**config.mk**
```make
export PLATFORM = sky130hd
export DESIGN_NAME = bsfm_boost_monitor
export DESIGN_NICKNAME = d
export VERILOG_FILES = /design/src/hw/bsfm_pkg.sv /design/src/hw/bsfm_boost_monitor.sv
export VERILOG_INCLUDE_DIRS = /design/src /design/src/hw
export SDC_FILE = /design/constraint.sdc
export NUM_CORES = 1
export LEC_CHECK = 0
export ABC_CLOCK_PERIOD_IN_PS = 3760
export BUFFER_PORTS_ARGS = -buffer_cell sky130_fd_sc_hd__buf_4
export CORE_UTILIZATION = 30
export DETAILED_ROUTE_END_ITERATION = 8
export HOLD_SLACK_MARGIN = 0.06
export PLACE_DENSITY = 0.55
export SETUP_SLACK_MARGIN = 0.1
export SYNTH_ARGS = -nofsm -noshare
export SYNTH_HDL_FRONTEND = slang
export SYNTH_SLANG_ARGS = --single-unit
```
**constraint.sdc**
```tcl
create_clock -name clk_sys -period 3.76 [get_ports clk_sys]
set_input_delay 0.376 -clock clk_sys [delete_from_list [all_inputs] [get_ports clk_sys]]
set_output_delay 0.376 -clock clk_sys [all_outputs]
set_load 0.03 [all_outputs]
```
**src/hw/bsfm_regs.svh**
```systemverilog
// Register offsets, field positions, fault codes and timing counts for the boost monitor
// Summary of operation
// RULE1 - Output above reference after off-time: pulse skip
// RULE2 - Pulse skip suppresses pulses until output falls
// RULE3 - Pulse skip uses lengthened minimum on-time
// RULE4 - Enable rise with battery ok: precharge
// RULE5 - Precharge timeout without mid rail: fault
// RULE6 - Mid rail ok: soft-start at half limit
// RULE7 - Output near setpoint: full limit, regulate
// RULE8 - First soft-start interval missed: full limit
// RULE9 - Second interval missed: fault, soft-start code
// RULE10 - Regulate: switch off while feedback above reference
// RULE11 - Early zero current: longer next on-time
// RULE12 - Fault: pulse status, clear request, high impedance, code
// RULE13 - Register-started boost waits for new request
// RULE14 - Pin-enabled and active: restart after delay
// RULE15 - Persisting fault: retry at fixed interval; the code waits RESTART_CYC before every retry and never uses RETRY_CYC
// RULE16 - Code 010 for soft-start or sustained limit
// RULE17 - Fault field codes; never 100 or 111
// RULE18 - Aux regulator off when disable bit set
// RULE19 - Aux regulator off while boosting or high impedance
// RULE20 - Aux regulator only while mid rail above battery
// RULE21 - Monitor bits shown live, unfiltered
// RULE22 - Software trusts high-impedance monitor only if input valid
// RULE23 - Monitor bit order seven down to zero
// RULE24 - Pin active when level equals polarity bit
// RULE25 - Pin starts despite high impedance; bit overrides request
// RULE26 - Status pin: one fixed low pulse, then open
// RULE27 - Monitor register read-only, no read effects
// RULE28 - Timeout counters cleared on each state entry
`ifndef BSFM_REGS_SVH
`define BSFM_REGS_SVH

// ----------------------------------------------------------------
// Register map
// ----------------------------------------------------------------
`define BSFM_MONITOR_OFFSET 8'h10
`define BSFM_FAULT_LSB 0
`define BSFM_FAULT_MSB 2

// ----------------------------------------------------------------
// Fault codes
// ----------------------------------------------------------------
`define BSFM_FAULT_NONE 3'h0
`define BSFM_FAULT_OVP 3'h1
`define BSFM_FAULT_START 3'h2
`define BSFM_FAULT_UVLO 3'h3
`define BSFM_FAULT_THERMAL 3'h5
`define BSFM_FAULT_TIMER 3'h6

// ----------------------------------------------------------------
// Times in ns and derived cycle counts at 50 MHz
// ----------------------------------------------------------------
`define BSFM_CLK_NS 20
`define BSFM_PRECHARGE_NS 560000
`define BSFM_SS1_NS 128000
`define BSFM_SS2_NS 384000
`define BSFM_ILIM_NS 50000
`define BSFM_STATUS_NS 128000
`define BSFM_RESTART_NS 5200000
`define BSFM_RETRY_NS 5000000
`define BSFM_PRECHARGE_CYC (`BSFM_PRECHARGE_NS / `BSFM_CLK_NS)
`define BSFM_SS1_CYC (`BSFM_SS1_NS / `BSFM_CLK_NS)
`define BSFM_SS2_CYC (`BSFM_SS2_NS / `BSFM_CLK_NS)
`define BSFM_ILIM_CYC (`BSFM_ILIM_NS / `BSFM_CLK_NS)
`define BSFM_STATUS_CYC (`BSFM_STATUS_NS / `BSFM_CLK_NS)
`define BSFM_RESTART_CYC (`BSFM_RESTART_NS / `BSFM_CLK_NS)
`define BSFM_RETRY_CYC (`BSFM_RETRY_NS / `BSFM_CLK_NS)

`endif

```
**src/hw/bsfm_pkg.sv**
```systemverilog
// Types shared by the boost startup and fault monitor
package bsfm_pkg;

    // Boost sequencer states
    typedef enum logic [2:0] {
        BSFM_OFF = 3'b000,
        BSFM_PRECHARGE = 3'b001,
        BSFM_SOFTSTART = 3'b010,
        BSFM_REGULATE = 3'b011,
        BSFM_FAULT = 3'b100
    } bsfm_state_t;

    // Analog comparator inputs
    typedef struct packed {
        logic out_above_ref;
        logic fb_above_ref;
        logic mid_rail_ok;
        logic mid_above_bat;
        logic vbus_near_set;
        logic vbus_at_target;
        logic bat_above_uvlo;
        logic ilim_active;
        logic izero;
        logic toff_done;
        logic ovp;
        logic thermal;
        logic timer_fault;
    } bsfm_analog_t;

    // Power stage controls
    typedef struct packed {
        logic precharge_on;
        logic switch_on;
        logic half_ilim;
        logic long_ton;
        logic stage_hiz;
        logic regulate_state;
        logic pulse_skip_mode;
    } bsfm_stage_t;

endpackage : bsfm_pkg

```
**src/hw/bsfm_boost_monitor.sv**
```systemverilog
// Boost startup sequencer, fault handling, aux regulator gate and status monitor
`timescale 1ns/10ps
`include "bsfm_regs.svh"

module bsfm_boost_monitor #(
    parameter int RESTART_CYC = `BSFM_RESTART_CYC,
    parameter int RETRY_CYC = `BSFM_RETRY_CYC
) (
    input wire logic clk_sys,
    input wire logic reset_n,
    input wire bsfm_pkg::bsfm_analog_t analog,
    input wire logic otg_pin,
    input wire logic otg_pin_enable,
    input wire logic otg_polarity_bit,
    input wire logic high_impedance_bit,
    input wire logic aux_regulator_disable,
    input wire logic request_set,
    input wire logic [7:0] monitor_live,
    input wire logic [7:0] reg_addr,
    output logic [7:0] reg_rdata,
    output logic boost_request_bit,
    output logic [2:0] fault_code,
    output logic status_out,
    output logic status_oe,
    output logic aux_regulator_output,
    output bsfm_pkg::bsfm_stage_t stage
);

    // ----------------------------------------------------------------
    // State record
    // ----------------------------------------------------------------
    typedef struct packed {
        bsfm_pkg::bsfm_state_t fsm;
        logic [2:0] otg_sync;
        logic otg_active;
        logic enable_d;
        logic [31:0] timer;
        logic [31:0] ilim_cnt;
        logic [31:0] stat_cnt;
        logic first_retry;
        logic full_ilim;
        logic skip;
        logic izero_early;
        logic request;
        logic [2:0] fault;
        logic status_oe;
        logic aux_on;
        logic [7:0] rdata;
        bsfm_pkg::bsfm_stage_t stage;
    } bsfm_regs_t;

    bsfm_regs_t cur;
    bsfm_regs_t next_cur;

    // Enable paths
    logic pin_path;
    logic reg_path;
    logic boost_en;
    logic boosting;
    logic next_boosting; // Soft-start or regulate after this edge

    // ----------------------------------------------------------------
    // Next state
    // ----------------------------------------------------------------
    always_comb begin
        next_cur = cur;
        // Three-stage pin synchroniser; change counts when stages 2 and 3 agree
        next_cur.otg_sync = {cur.otg_sync[1:0], otg_pin};
        if (cur.otg_sync[2] == cur.otg_sync[1]) begin
            next_cur.otg_active = (cur.otg_sync[2] == otg_polarity_bit); // RULE24
        end
        pin_path = otg_pin_enable & cur.otg_active;
        reg_path = cur.request & ~high_impedance_bit; // RULE25
        boost_en = pin_path | reg_path; // RULE25
        next_cur.enable_d = boost_en;
        // Software request; high impedance overrides it
        if (high_impedance_bit) begin
            next_cur.request = 1'b0; // RULE25
        end else if (request_set) begin
            next_cur.request = 1'b1;
        end
        next_cur.timer = cur.timer + 32'h1;
        if (cur.stat_cnt != 32'h0) begin
            next_cur.stat_cnt = cur.stat_cnt - 32'h1;
        end
        case (cur.fsm)
            bsfm_pkg::BSFM_OFF: begin
                // Rising enable with battery above undervoltage
                if (boost_en && !cur.enable_d && analog.bat_above_uvlo) begin
                    next_cur.fsm = bsfm_pkg::BSFM_PRECHARGE; // RULE4
                    next_cur.timer = 32'h0; // RULE28
                    next_cur.fault = `BSFM_FAULT_NONE;
                end
            end
            bsfm_pkg::BSFM_PRECHARGE: begin
                if (analog.mid_rail_ok) begin
                    next_cur.fsm = bsfm_pkg::BSFM_SOFTSTART; // RULE6
                    next_cur.timer = 32'h0; // RULE28
                    next_cur.full_ilim = 1'b0; // RULE6
                end else if (cur.timer >= `BSFM_PRECHARGE_CYC - 1) begin
                    next_cur.fsm = bsfm_pkg::BSFM_FAULT; // RULE5
                    next_cur.fault = `BSFM_FAULT_START;
                end
            end
            bsfm_pkg::BSFM_SOFTSTART: begin
                if (analog.vbus_near_set) begin
                    next_cur.fsm = bsfm_pkg::BSFM_REGULATE; // RULE7
                    next_cur.full_ilim = 1'b1; // RULE7
                    next_cur.ilim_cnt = 32'h0;
                end else if (cur.timer >= `BSFM_SS1_CYC + `BSFM_SS2_CYC - 1) begin
                    next_cur.fsm = bsfm_pkg::BSFM_FAULT; // RULE9
                    next_cur.fault = `BSFM_FAULT_START; // RULE16
                end else if (cur.timer >= `BSFM_SS1_CYC - 1 && !analog.vbus_at_target) begin
                    next_cur.full_ilim = 1'b1; // RULE8
                end
            end
            bsfm_pkg::BSFM_REGULATE: begin
                // Sustained current limit counter
                next_cur.ilim_cnt = analog.ilim_active ? cur.ilim_cnt + 32'h1 : 32'h0;
                if (cur.ilim_cnt >= `BSFM_ILIM_CYC) begin
                    next_cur.fsm = bsfm_pkg::BSFM_FAULT;
                    next_cur.fault = `BSFM_FAULT_START; // RULE16
                end
            end
            bsfm_pkg::BSFM_FAULT: begin
                // Restart only from an active pin path
                if (!pin_path) begin
                    next_cur.fsm = bsfm_pkg::BSFM_OFF; // RULE13
                end else if (cur.timer >= (cur.first_retry ? RESTART_CYC : RETRY_CYC) - 1) begin
                    next_cur.fsm = bsfm_pkg::BSFM_PRECHARGE; // RULE14 RULE15
                    next_cur.timer = 32'h0; // RULE28
                    next_cur.first_retry = 1'b0; // RULE15
                end
            end
            default: begin
                next_cur.fsm = bsfm_pkg::BSFM_OFF;
            end
        endcase

        // Faults common to all running states, by priority
        if (cur.fsm != bsfm_pkg::BSFM_OFF && cur.fsm != bsfm_pkg::BSFM_FAULT) begin
            if (analog.timer_fault) begin
                next_cur.fsm = bsfm_pkg::BSFM_FAULT;
                next_cur.fault = `BSFM_FAULT_TIMER; // RULE17
            end else if (analog.thermal) begin
                next_cur.fsm = bsfm_pkg::BSFM_FAULT;
                next_cur.fault = `BSFM_FAULT_THERMAL; // RULE17
            end else if (analog.ovp) begin
                next_cur.fsm = bsfm_pkg::BSFM_FAULT;
                next_cur.fault = `BSFM_FAULT_OVP; // RULE17
            end else if (!analog.bat_above_uvlo) begin
                next_cur.fsm = bsfm_pkg::BSFM_FAULT;
                next_cur.fault = `BSFM_FAULT_UVLO; // RULE17
            end else if (!boost_en) begin
                next_cur.fsm = bsfm_pkg::BSFM_OFF;
            end
        end

        // Fault entry actions
        if (next_cur.fsm == bsfm_pkg::BSFM_FAULT && cur.fsm != bsfm_pkg::BSFM_FAULT) begin
            next_cur.stat_cnt = 32'(`BSFM_STATUS_CYC); // RULE12 RULE26
            next_cur.request = request_set & ~high_impedance_bit; // RULE12
            next_cur.timer = 32'h0; // RULE28
            next_cur.first_retry = 1'b1;
        end
        if (next_cur.fsm == bsfm_pkg::BSFM_OFF && cur.fsm == bsfm_pkg::BSFM_REGULATE) begin
            next_cur.request = request_set & ~high_impedance_bit;
        end
        // Pull-down starts with the fault code, same edge
        next_cur.status_oe = (next_cur.stat_cnt != 32'h0); // RULE26

        // Switching control in soft-start and regulate
        if (analog.toff_done) begin
            next_cur.izero_early = 1'b0;
            if (analog.out_above_ref) begin
                next_cur.skip = 1'b1; // RULE1
            end
        end else if (analog.izero) begin
            next_cur.izero_early = 1'b1; // RULE11
        end
        if (!analog.out_above_ref) begin
            next_cur.skip = 1'b0; // RULE2
        end
        boosting = (cur.fsm == bsfm_pkg::BSFM_SOFTSTART) || (cur.fsm == bsfm_pkg::BSFM_REGULATE);
        // Stage floats on the very edge that enters a fault
        next_boosting = (next_cur.fsm == bsfm_pkg::BSFM_SOFTSTART)
            || (next_cur.fsm == bsfm_pkg::BSFM_REGULATE);
        next_cur.stage.precharge_on = (next_cur.fsm == bsfm_pkg::BSFM_PRECHARGE); // RULE4
        next_cur.stage.switch_on = boosting && next_boosting && !next_cur.skip // RULE2
            && !(cur.fsm == bsfm_pkg::BSFM_REGULATE && analog.fb_above_ref); // RULE10
        next_cur.stage.half_ilim = !next_cur.full_ilim; // RULE6 RULE8
        next_cur.stage.long_ton = next_cur.skip || next_cur.izero_early; // RULE3 RULE11
        next_cur.stage.stage_hiz = !next_boosting; // RULE12
        next_cur.stage.regulate_state = (cur.fsm == bsfm_pkg::BSFM_REGULATE);
        next_cur.stage.pulse_skip_mode = next_cur.skip;

        // Aux regulator gate
        next_cur.aux_on = !aux_regulator_disable && !boosting // RULE18 RULE19
            && !high_impedance_bit && analog.mid_above_bat; // RULE19 RULE20

        // Read-only monitor, live bits, no read effects
        next_cur.rdata = (reg_addr == `BSFM_MONITOR_OFFSET) ? monitor_live : 8'h00; // RULE21 RULE23 RULE27
    end

    // ----------------------------------------------------------------
    // State register
    // ----------------------------------------------------------------
    always_ff @(posedge clk_sys or negedge reset_n) begin
        if (!reset_n) begin
            cur <= '0;
            cur.stage.stage_hiz <= 1'b1;
            cur.stage.half_ilim <= 1'b1;
        end else begin
            cur <= next_cur;
        end
    end

    // Outputs straight from flops, except status_out which is tied low
    assign reg_rdata = cur.rdata;
    assign boost_request_bit = cur.request;
    assign fault_code = cur.fault;
    assign status_out = 1'b0;
    assign status_oe = cur.status_oe;
    assign aux_regulator_output = cur.aux_on;
    assign stage = cur.stage;

endmodule : bsfm_boost_monitor

```
==> results.sh, run 1 <==
export IMPL_fin_crit_sh_pct=80.9
export IMPL_worstMarginPinSlew_ps=900
export IMPL_ys_seq_elements=128
export IMPL_drive_above_1_share_pct=14.2
export IMPL_finalCoreUtilization_pct=35.8
export IMPL_fill_cells=2290
export IMPL_cp_endpoint="status_oe"
export IMPL_synth_largest_area_cell="dfrtp_1"
export IMPL_slowest_stage="a311oi_1"
export IMPL_grt_pass1_wl_um=26600
export IMPL_p_leak_nw=3.58
export IMPL_status="completed"
export IMPL_antenna_found_initial=0
export IMPL_path_class="reg2reg"
export IMPL_route_met2_wl_um=6800
export IMPL_critPathLaunchType="register"
export IMPL_drt_pass1_iter_count=4
export IMPL_grt_pass1_vias=5375
export IMPL_final_max_slew_violation_count=0
export IMPL_placement_io_buffers=57
export IMPL_power_density_mw_per_mm2=535
export IMPL_yosys_warnings=0
export IMPL_die_x_um=154
export IMPL_ant_nets=0
export IMPL_pin_count=59
export IMPL_start_util_pct=30.5
export IMPL_final_common_cell="dfrtp_1"
export IMPL_ys_seq_area_share_pct=46.5
export IMPL_clk_insertion_delay_late_ps=430
export IMPL_fin_cells=1104
export IMPL_design_die_area_mm2=0.0236
export IMPL_nets=853
export IMPL_cts_tree="yes"
export IMPL_ir_worst_vdd_v=0.000261
export IMPL_netlist_area_mm2=0.00689
export IMPL_drt_iter0_markers=356
export IMPL_synth_avg_cell_area_um2=8.96
export IMPL_clk_pin_slew_worst_paths_ps=60
export IMPL_syn_instance_count=769
export IMPL_finalSetupViolCount=0
export IMPL_layout_setup_ws_ps=719
export IMPL_place_congestion=0.857
export IMPL_ctsRootBufferMaster="clkbuf_16"
export IMPL_critPathBufInv=0
export IMPL_synth_edf_count=0
export IMPL_worstRegToRegCells=8
export IMPL_htree_levels=4
export IMPL_coreArea_mm2=0.0226
export IMPL_fin_crit_ps=3040
export IMPL_synth_ff_type="dfrtp_1"
export IMPL_clk_path_buf_depth=2
export IMPL_wire_per_inst_um=14.1
export IMPL_post_cts_buffers=0
export IMPL_r2r_end="status_oe"
export IMPL_diodes=0
export IMPL_place_worst_setup_slack_ps=734
export IMPL_rsz0062_at_grt="no"
export IMPL_worstPathRequired_ps=4060
export IMPL_dieHeight_um=154
export IMPL_final_hold_viol_count=0
export IMPL_holdWs_ps=113
export IMPL_syn_to_final_growth_pct=17.4
export IMPL_r2r_slack_ps=720
export IMPL_dp_hpwl_um=10700
export IMPL_cpPeakStageDelay_ps=520
export IMPL_crit_chain="ha_1 > and4_1 > or4_1 > a311oi_1 > o32ai_2 > o21ai_4 > nand4_1 > or3_1"
export IMPL_cts_hold_buf=2
export IMPL_maxCapViolations=0
export IMPL_worstPathArrival_ps=3340
export IMPL_final_cell_area_mm2=0.00809
export IMPL_ys_types=56
export IMPL_finalPower_mw=4.33
export IMPL_place_area_mm2=0.00749
export IMPL_grt_usage_pct=13.9
export IMPL_cts_buffers=17
export IMPL_mostFrequentLayoutCells="dfrtp_1 (126), nor2_1 (102), o21ai_0 (74)"
export IMPL_gr_total_overflow=0
export IMPL_syn_nets=816
export IMPL_drc=0
export IMPL_dr_max_layer_used="met4"
export IMPL_viasPerCell=5.07
export IMPL_crit_path_max_fanout=7
export IMPL_max_slew_margin_rel_pct=38.4
export IMPL_clock_skew_final_ps=13.2
export IMPL_routed_wl_met3_um=766
export IMPL_startpoint="cur[89]"
export IMPL_async_flop_share_pct=100
export IMPL_grt_max_degree=86
export IMPL_worstReg2RegStart="cur[89]"
export IMPL_drt_wl_total_um=15500
export IMPL_synthTopCellsByArea="dfrtp_1 (46%), nor2_1 (5.6%), o21ai_0 (5.4%)"
export IMPL_row_count=55
export IMPL_path_depth=8
export IMPL_vias=5600
export IMPL_clock_fmax_mhz=329
export IMPL_cts_repair_resized=0
export IMPL_hold_path_class="in2reg"
export IMPL_synth_top_area_share_pct=45.8
export IMPL_finalSetupTns_ps=0
export IMPL_wl_met1_um=7800
export IMPL_clock_sinks=128
export IMPL_dp_cells=1070
export IMPL_end_kind="register"
export IMPL_critPathTopFamily="simple AND/OR/NAND/NOR gates"
[where the power goes]
group	internal, mW	switching [mW]	leakage [nW]
clock	0.993	0.640	0.280
sequential	1.52	0.167	1.71
combinational	0.376	0.633	1.58
total	2.89	1.44	3.58
[worst min path at each step]
| stage | endpoint | slack, ps | depth (start not counted) | startpoint |
|---|---|---|---|---|
| 4_1_cts | cur[21] | 100 | 2 | analog[3] |
| 3_3_place_gp | cur[124] | 330 | 0 | cur[123] |
| 6_report | aux_regulator_output | 110 | 2 | aux_regulator_disable |
| 5_1_grt | aux_regulator_output | 110 | 2 | aux_regulator_disable |
| 2_1_floorplan | aux_regulator_output | 80 | 0 | reset_n |
| 3_5_place_dp | cur[124] | 330 | 0 | cur[123] |
[synthesized netlist by cell type, types with 2 or more instances]
cell / number
mux2i_1: 2
nor4_1: 23
nand4_1: 31
xor2_1: 28
nand2b_1: 5
ha_1: 10
nor2_1: 102
o31ai_1: 6
o21ai_0: 74
nor3_1: 28
and2_1: 15
or3_1: 11
a211oi_1: 3
a31oi_1: 12
xnor2_1: 27
inv_1: 15
a21oi_1: 14
dfrtp_1: 126
clkbuf_1: 28
or2_2: 9
and4_1: 8
dfstp_2: 2
nand2_1: 72
nand4b_1: 3
and3_1: 14
nor2b_1: 3
or4_1: 6
a22o_1: 7
nand3_1: 31
buf_4: 19
o41ai_1: 3
buf_2: 4
nor3b_1: 3
nor4b_1: 3
[registers in the layout, indices dropped and copies added (netlist names)]
| register | cells |
|---|---|
| aux_regulator_output | 1 |
| boost_request_bit | 1 |
| cur | 107 |
| fault_code | 3 |
| reg_rdata | 8 |
| stage | 7 |
| status_oe | 1 |
[area by class of cell]
cell class / count / area (um2) / area share [%]
multi-input cells: 575 / 3360 / 41.6
flip-flops and latches: 128 / 3210 / 39.6
repair buffers: 69 / 527 / 6.51
clock buffers: 19 / 443 / 5.48
well taps: 285 / 357 / 4.41
clock inverters: 13 / 138 / 1.70
inverters: 15 / 56.3 / 0.696
[worst register-to-register path, stage by stage (launching register included)]
cell,delay (ps)
dfrtp_1,400
ha_1,270
and4_1,260
or4_1,420
a311oi_1,520
o32ai_2,210
o21ai_4,290
nand4_1,170
or3_1,380
[cell families after synthesis]
group / after synthesis / share of synthesized area, %
multiplexers: 2 / 0.291
other: 1 / 0.0544
flip-flops: 128 / 46.5
adder cells (fa/ha/maj): 10 / 1.82
AO/OA/AOI/OAI: 135 / 12.3
AND/OR/NAND/NOR: 372 / 27.4
XOR/XNOR: 55 / 6.99
buffers and inverters: 66 / 4.70
[metal layers]
metal | up-vias | GRT usage (%)
met1 | 2659 | 19.5
met2 | 128 | 20.8
li1 | 2799 | -
met5 | - | 0
met3 | 14 | 3.52
met4 | 0 | 4.76
Note: power is estimated with default switching activity, not from simulation.
==> inputs of run 2 (changes only) <==
--- a/config.mk
+++ b/config.mk
@@ -6,7 +6,7 @@
 export SDC_FILE = /design/constraint.sdc
 export NUM_CORES = 1
 export LEC_CHECK = 0
-export ABC_CLOCK_PERIOD_IN_PS = 3760
+export ABC_CLOCK_PERIOD_IN_PS = 2900
 export BUFFER_PORTS_ARGS = -buffer_cell sky130_fd_sc_hd__buf_4
 export CORE_UTILIZATION = 30
 export DETAILED_ROUTE_END_ITERATION = 8
==> constraint.sdc (replaced) <==
create_clock -name clk_sys -period 2.9 [get_ports clk_sys]
set_input_delay 0.29 -clock clk_sys [delete_from_list [all_inputs] [get_ports clk_sys]]
set_output_delay 0.29 -clock clk_sys [all_outputs]
set_load 0.03 [all_outputs]
==> run 2 against run 1 <==
  * Critical path depth is 1 higher
  * Cell count increased by 2.7%
  * Maximum frequency rose by 14%
  * Count of clock-buffer cells in the layout grew 1
  * First-iteration DRC count is 23% lower
  * Non-clock buffer count increased by 30
  * Highest routed layer unchanged
  * Clock skew is essentially flat
  * Design area increased by 4.8%
  * Combinational power increased by 41%
  * Hold slack worse by 36 ps
  * Largest cell class unchanged
  * Setup slack worse by 480 ps
==> results.sh, run 2 (synthesized netlist as in run 1, its figures left out) <==
export IMPL_worstPathRequired_ps=3190
export IMPL_antenna_found_initial=0
export IMPL_status="completed"
export IMPL_final_hold_viol_count=0
export IMPL_drc=0
export IMPL_fin_cells=1134
export IMPL_finalPower_mw=5.89
export IMPL_dieHeight_um=154
export IMPL_clock_skew_final_ps=13.6
export IMPL_syn_to_final_growth_pct=23.0
export IMPL_start_util_pct=30.5
export IMPL_dr_max_layer_used="met4"
export IMPL_clock_sinks=128
export IMPL_fin_crit_sh_pct=91.7
export IMPL_clkPwrFrac_pct=38.9
export IMPL_die_x_um=154
export IMPL_route_met2_wl_um=7430
export IMPL_grt_pass1_wl_um=28300
export IMPL_routed_wl_met3_um=617
export IMPL_worstMarginPinSlew_ps=744
export IMPL_viasPerCell=5.08
export IMPL_fill_cells=2252
export IMPL_clk_insertion_delay_late_ps=420
export IMPL_vias=5762
export IMPL_p_leak_nw=3.76
export IMPL_end_kind="register"
export IMPL_ctsRootBufferMaster="clkbuf_16"
export IMPL_diodes=0
export IMPL_drt_pass1_iter_count=6
export IMPL_fin_crit_ps=2660
export IMPL_cts_buffers=17
export IMPL_hold_path_class="in2reg"
export IMPL_largest_reg_flops=107
export IMPL_dp_hpwl_um=11200
export IMPL_finalSetupViolCount=0
export IMPL_place_congestion=0.808
export IMPL_top_register="cur"
export IMPL_final_common_cell="dfrtp_1"
export IMPL_pin_count=59
export IMPL_layout_setup_ws_ps=240
export IMPL_dp_cells=1090
export IMPL_final_max_slew_violation_count=0
export IMPL_worstPathArrival_ps=2950
export IMPL_nets=883
export IMPL_p_seq_share_pct=37.0
export IMPL_rsz0062_at_grt="yes"
export IMPL_place_area_mm2=0.00766
export IMPL_place_worst_setup_slack_ps=29.3
export IMPL_mostFrequentLayoutCells="dfrtp_1 (126), nor2_1 (102), buf_4 (89)"
export IMPL_drive_above_1_share_pct=17.4
export IMPL_switchingPower_mw=1.90
export IMPL_drt_wl_total_um=16400
export IMPL_finalSetupTns_ps=0
export IMPL_ir_worst_vdd_v=0.000324
export IMPL_p_int_mw=3.99
export IMPL_htree_levels=4
export IMPL_maxCapViolations=0
export IMPL_placement_io_buffers=57
export IMPL_wl_met1_um=8220
export IMPL_wire_per_inst_um=14.5
export IMPL_final_cell_area_mm2=0.00847
export IMPL_power_density_mw_per_mm2=696
export IMPL_drt_iter0_markers=275
export IMPL_row_count=55
export IMPL_path_class="reg2reg"
export IMPL_switching_share_pct=32.2
export IMPL_crit_path_max_fanout=5
export IMPL_ant_nets=0
export IMPL_coreArea_mm2=0.0226
export IMPL_max_slew_margin_rel_pct=49.8
export IMPL_grt_max_degree=68
export IMPL_grt_pass1_vias=5691
export IMPL_critPathLaunchType="register"
export IMPL_grt_usage_pct=14.7
export IMPL_cts_tree="yes"
export IMPL_clock_fmax_mhz=376
export IMPL_clk_pin_slew_worst_paths_ps=60
export IMPL_p_comb_share_pct=24.1
export IMPL_design_die_area_mm2=0.0236
export IMPL_clk_path_buf_depth=2
export IMPL_gr_total_overflow=0
[run 2: layer usage]
metal	vias up	track usage, %
li1	2857	-
met4	0	3.67
met5	-	0
met1	2785	20.5
met3	9	3.47
met2	111	23.0
[run 2: final timing paths]
check / startpoint / end / slack [ps] / cells after the start
max: cur[89] / status_oe / 240 / 9
min: monitor_live[1] / reg_rdata[1] / 80 / 2
max reg2reg: cur[89] / status_oe / 240 / 9
min reg2reg: cur[123] / cur[124] / 350 / 0
max in group asynchronous: reset_n / stage[2] / 1670 / 3
min in group asynchronous: reset_n / cur[100] / 450 / 2
[run 2: what timing repair did]
action | 4_1_cts | 5_1_grt
endpoints found under the hold margin | 69 | 0
hold buffers | 6 | 0
gates resized for setup | 3 | 9
setup endpoints to repair | 35 | 59
pin swaps | 2 | 4
setup buffers | 4 | 2
[run 2: metrics by stage]
| step | utilization [%] | hold WS [ps] |
|---|---|---|
| global route | 37.5 | 63.2 |
| finish | 37.5 | 77.0 |
| global placement | 33.9 | 333 |
| floorplan | - | -5.59 |
| detailed placement | 33.9 | 343 |
| CTS | 37.2 | 63.0 |
[run 2: power groups by stage]
stage	sequential (mW)	combinational, mW	clock [mW]
floorplan	2.12	1.05	0
global placement	2.21	1.38	0
detailed placement	2.21	1.39	0
CTS	2.18	1.40	2.35
global route	2.22	1.60	2.41
finish	2.18	1.42	2.29
[run 2: worst max-delay path, cell delays in order (launching register included)]
cell and delay (ps):
dfrtp_1 410, ha_2 230, and4_1 240, or4_1 420
a311oi_1 230, buf_4 170, o32ai_4 90, o21ai_4 240
nand4_1 130, or3_1 380
[run 2: cell type report]
cell class	instances	area (um2)	area share, %
Sequential cell	128	3210	37.8
Timing Repair Buffer	99	791	9.33
Tap cell	285	357	4.21
Inverter	15	56.3	0.665
Clock buffer	20	447	5.27
Multi-Input combinational cell	575	3430	40.5
Clock inverter	12	181	2.14
==> inputs of run 3 (changes only) <==
--- a/config.mk
+++ b/config.mk
@@ -8,10 +8,10 @@
 export LEC_CHECK = 0
 export ABC_CLOCK_PERIOD_IN_PS = 2900
 export BUFFER_PORTS_ARGS = -buffer_cell sky130_fd_sc_hd__buf_4
-export CORE_UTILIZATION = 30
+export CORE_UTILIZATION = 35
 export DETAILED_ROUTE_END_ITERATION = 8
 export HOLD_SLACK_MARGIN = 0.06
-export PLACE_DENSITY = 0.55
+export PLACE_DENSITY = 0.61
 export SETUP_SLACK_MARGIN = 0.1
 export SYNTH_ARGS = -nofsm -noshare
 export SYNTH_HDL_FRONTEND = slang
==> run 3 against run 2 <==
  * Non-clock buffer count down 4
  * Maximum frequency down 0.64%
  * Hold slack about the same
  * Routed wire length down 3.5%
  * Design area down 0.27%
  * Register-to-register slack worse by 20 ps
  * Combinational power about the same
  * First-iteration DRC count up 65%
  * Critical path type unchanged
  * Largest power group unchanged
==> results.sh, run 3 (synthesized netlist as in run 1, its figures left out) <==
export IMPL_layout_setup_ws_ps=223
export IMPL_final_common_cell="dfrtp_1"
export IMPL_cpPeakStageDelay_ps=440
export IMPL_clock_fmax_mhz=374
export IMPL_syn_to_final_growth_pct=22.6
export IMPL_final_cell_area_mm2=0.00845
export IMPL_drt_pass1_iter_count=5
export IMPL_cts_tree="yes"
export IMPL_dp_hpwl_um=10700
export IMPL_holdWs_ps=77.2
export IMPL_coreArea_mm2=0.0190
export IMPL_mostFrequentLayoutCells="dfrtp_1 (126), nor2_1 (102), buf_4 (86)"
export IMPL_grt_pass1_vias=5293
export IMPL_rsz0062_at_grt="no"
export IMPL_ir_worst_vdd_v=0.000356
export IMPL_cts_buffers=17
export IMPL_antenna_found_initial=0
export IMPL_fin_cells=1105
export IMPL_drt_iter0_markers=454
export IMPL_drive_above_1_share_pct=17.8
export IMPL_vias=5741
export IMPL_place_area_mm2=0.00757
export IMPL_worstMarginPinSlew_ps=663
export IMPL_clk_pin_slew_worst_paths_ps=60
export IMPL_fin_crit_ps=2680
export IMPL_nets=879
export IMPL_slowest_stage="or4_1"
export IMPL_place_worst_setup_slack_ps=77.7
export IMPL_clk_insertion_delay_late_ps=410
export IMPL_ant_nets=0
export IMPL_clock_sinks=128
export IMPL_dieHeight_um=142
export IMPL_finalSetupTns_ps=0
export IMPL_max_slew_margin_rel_pct=55.4
export IMPL_dp_cells=1059
export IMPL_hold_path_class="in2reg"
export IMPL_finalCoreUtilization_pct=44.4
export IMPL_grt_max_degree=63
export IMPL_viasPerCell=5.20
export IMPL_crit_chain="ha_2 > and4_1 > or4_1 > a311oi_2 > buf_4 > o32ai_4 > o21ai_4 > nand4_1 > or3_1"
export IMPL_power_density_mw_per_mm2=704
export IMPL_critPathLaunchType="register"
export IMPL_start_util_pct=36.2
export IMPL_status="completed"
export IMPL_grt_usage_pct=16.6
export IMPL_ctsRootBufferMaster="clkbuf_16"
export IMPL_gr_total_overflow=0
export IMPL_crit_path_max_fanout=6
export IMPL_clock_skew_final_ps=10.4
export IMPL_diodes=0
export IMPL_htree_levels=4
export IMPL_clk_path_buf_depth=2
export IMPL_worstPathArrival_ps=2960
export IMPL_fin_crit_sh_pct=92.3
export IMPL_design_die_area_mm2=0.0203
export IMPL_min_from="monitor_live[2]"
export IMPL_worstReg2RegStart="cur[89]"
export IMPL_die_x_um=142
export IMPL_end_kind="register"
export IMPL_top_register="cur"
export IMPL_path_class="reg2reg"
export IMPL_wire_per_inst_um=14.3
export IMPL_pin_count=59
export IMPL_p_leak_nw=3.76
export IMPL_final_max_slew_violation_count=0
export IMPL_startpoint="cur[89]"
export IMPL_largest_reg_flops=107
export IMPL_worstPathRequired_ps=3190
export IMPL_drt_wl_total_um=15800
export IMPL_place_congestion=0.822
export IMPL_maxCapViolations=0
export IMPL_finalPower_mw=5.95
export IMPL_final_hold_viol_count=0
export IMPL_placement_io_buffers=57
export IMPL_row_count=50
export IMPL_grt_pass1_wl_um=26700
export IMPL_finalSetupViolCount=0
export IMPL_drc=0
[run 3: final timing paths]
path / to / slack [ps] / cells after the start
max: status_oe / 220 / 9
min: reg_rdata[2] / 80 / 2
max reg2reg: status_oe / 220 / 9
min reg2reg: cur[124] / 350 / 0
max in group asynchronous: stage[4] / 1750 / 3
min in group asynchronous: cur[101] / 440 / 2
[run 3: routing by layer]
metal	GRT usage, %	share of wire (%)	up-vias
met3	3.87	4.4	11
met1	23.2	50	2738
met4	5.32	0.98	0
li1	-	-	2851
met2	25.4	45	141
met5	0	0	-
[run 3: timing repair]
| item | in CTS | in global routing |
|---|---|---|
| gates resized for setup | 3 | 15 |
| endpoints found under the setup margin | 12 | 63 |
| buffers inserted | 0 | 8 |
| hold endpoints to repair | 63 | 0 |
| hold buffers | 6 | 0 |
| pin swaps | 1 | 5 |
[run 3: cell type report]
class	instances	area [um2]
clock buffer	19	443
clock inverter	13	210
fill	1867	10600
inverter	15	56.3
multi-input combinational	575	3460
sequential	128	3210
tap	260	325
timing repair buffer	95	748
[run 3: report_power, final]
part | total, mW | leakage (nW) | switching (mW) | internal [mW]
clock | 2.36 | 0.314 | 0.804 | 1.55
combinational | 1.41 | 1.73 | 0.860 | 0.546
sequential | 2.19 | 1.71 | 0.221 | 1.97
total | 5.95 | 3.76 | 1.88 | 4.07
[run 3: critical path: cells and delay by family, from the launching register on]
kind	cells	cell delay [ps]
adder cells (fa/ha/maj)	1	230
AND/OR/NAND/NOR	4	1200
flip-flops	1	410
AO/OA/AOI/OAI	3	550
buffers and inverters	1	170
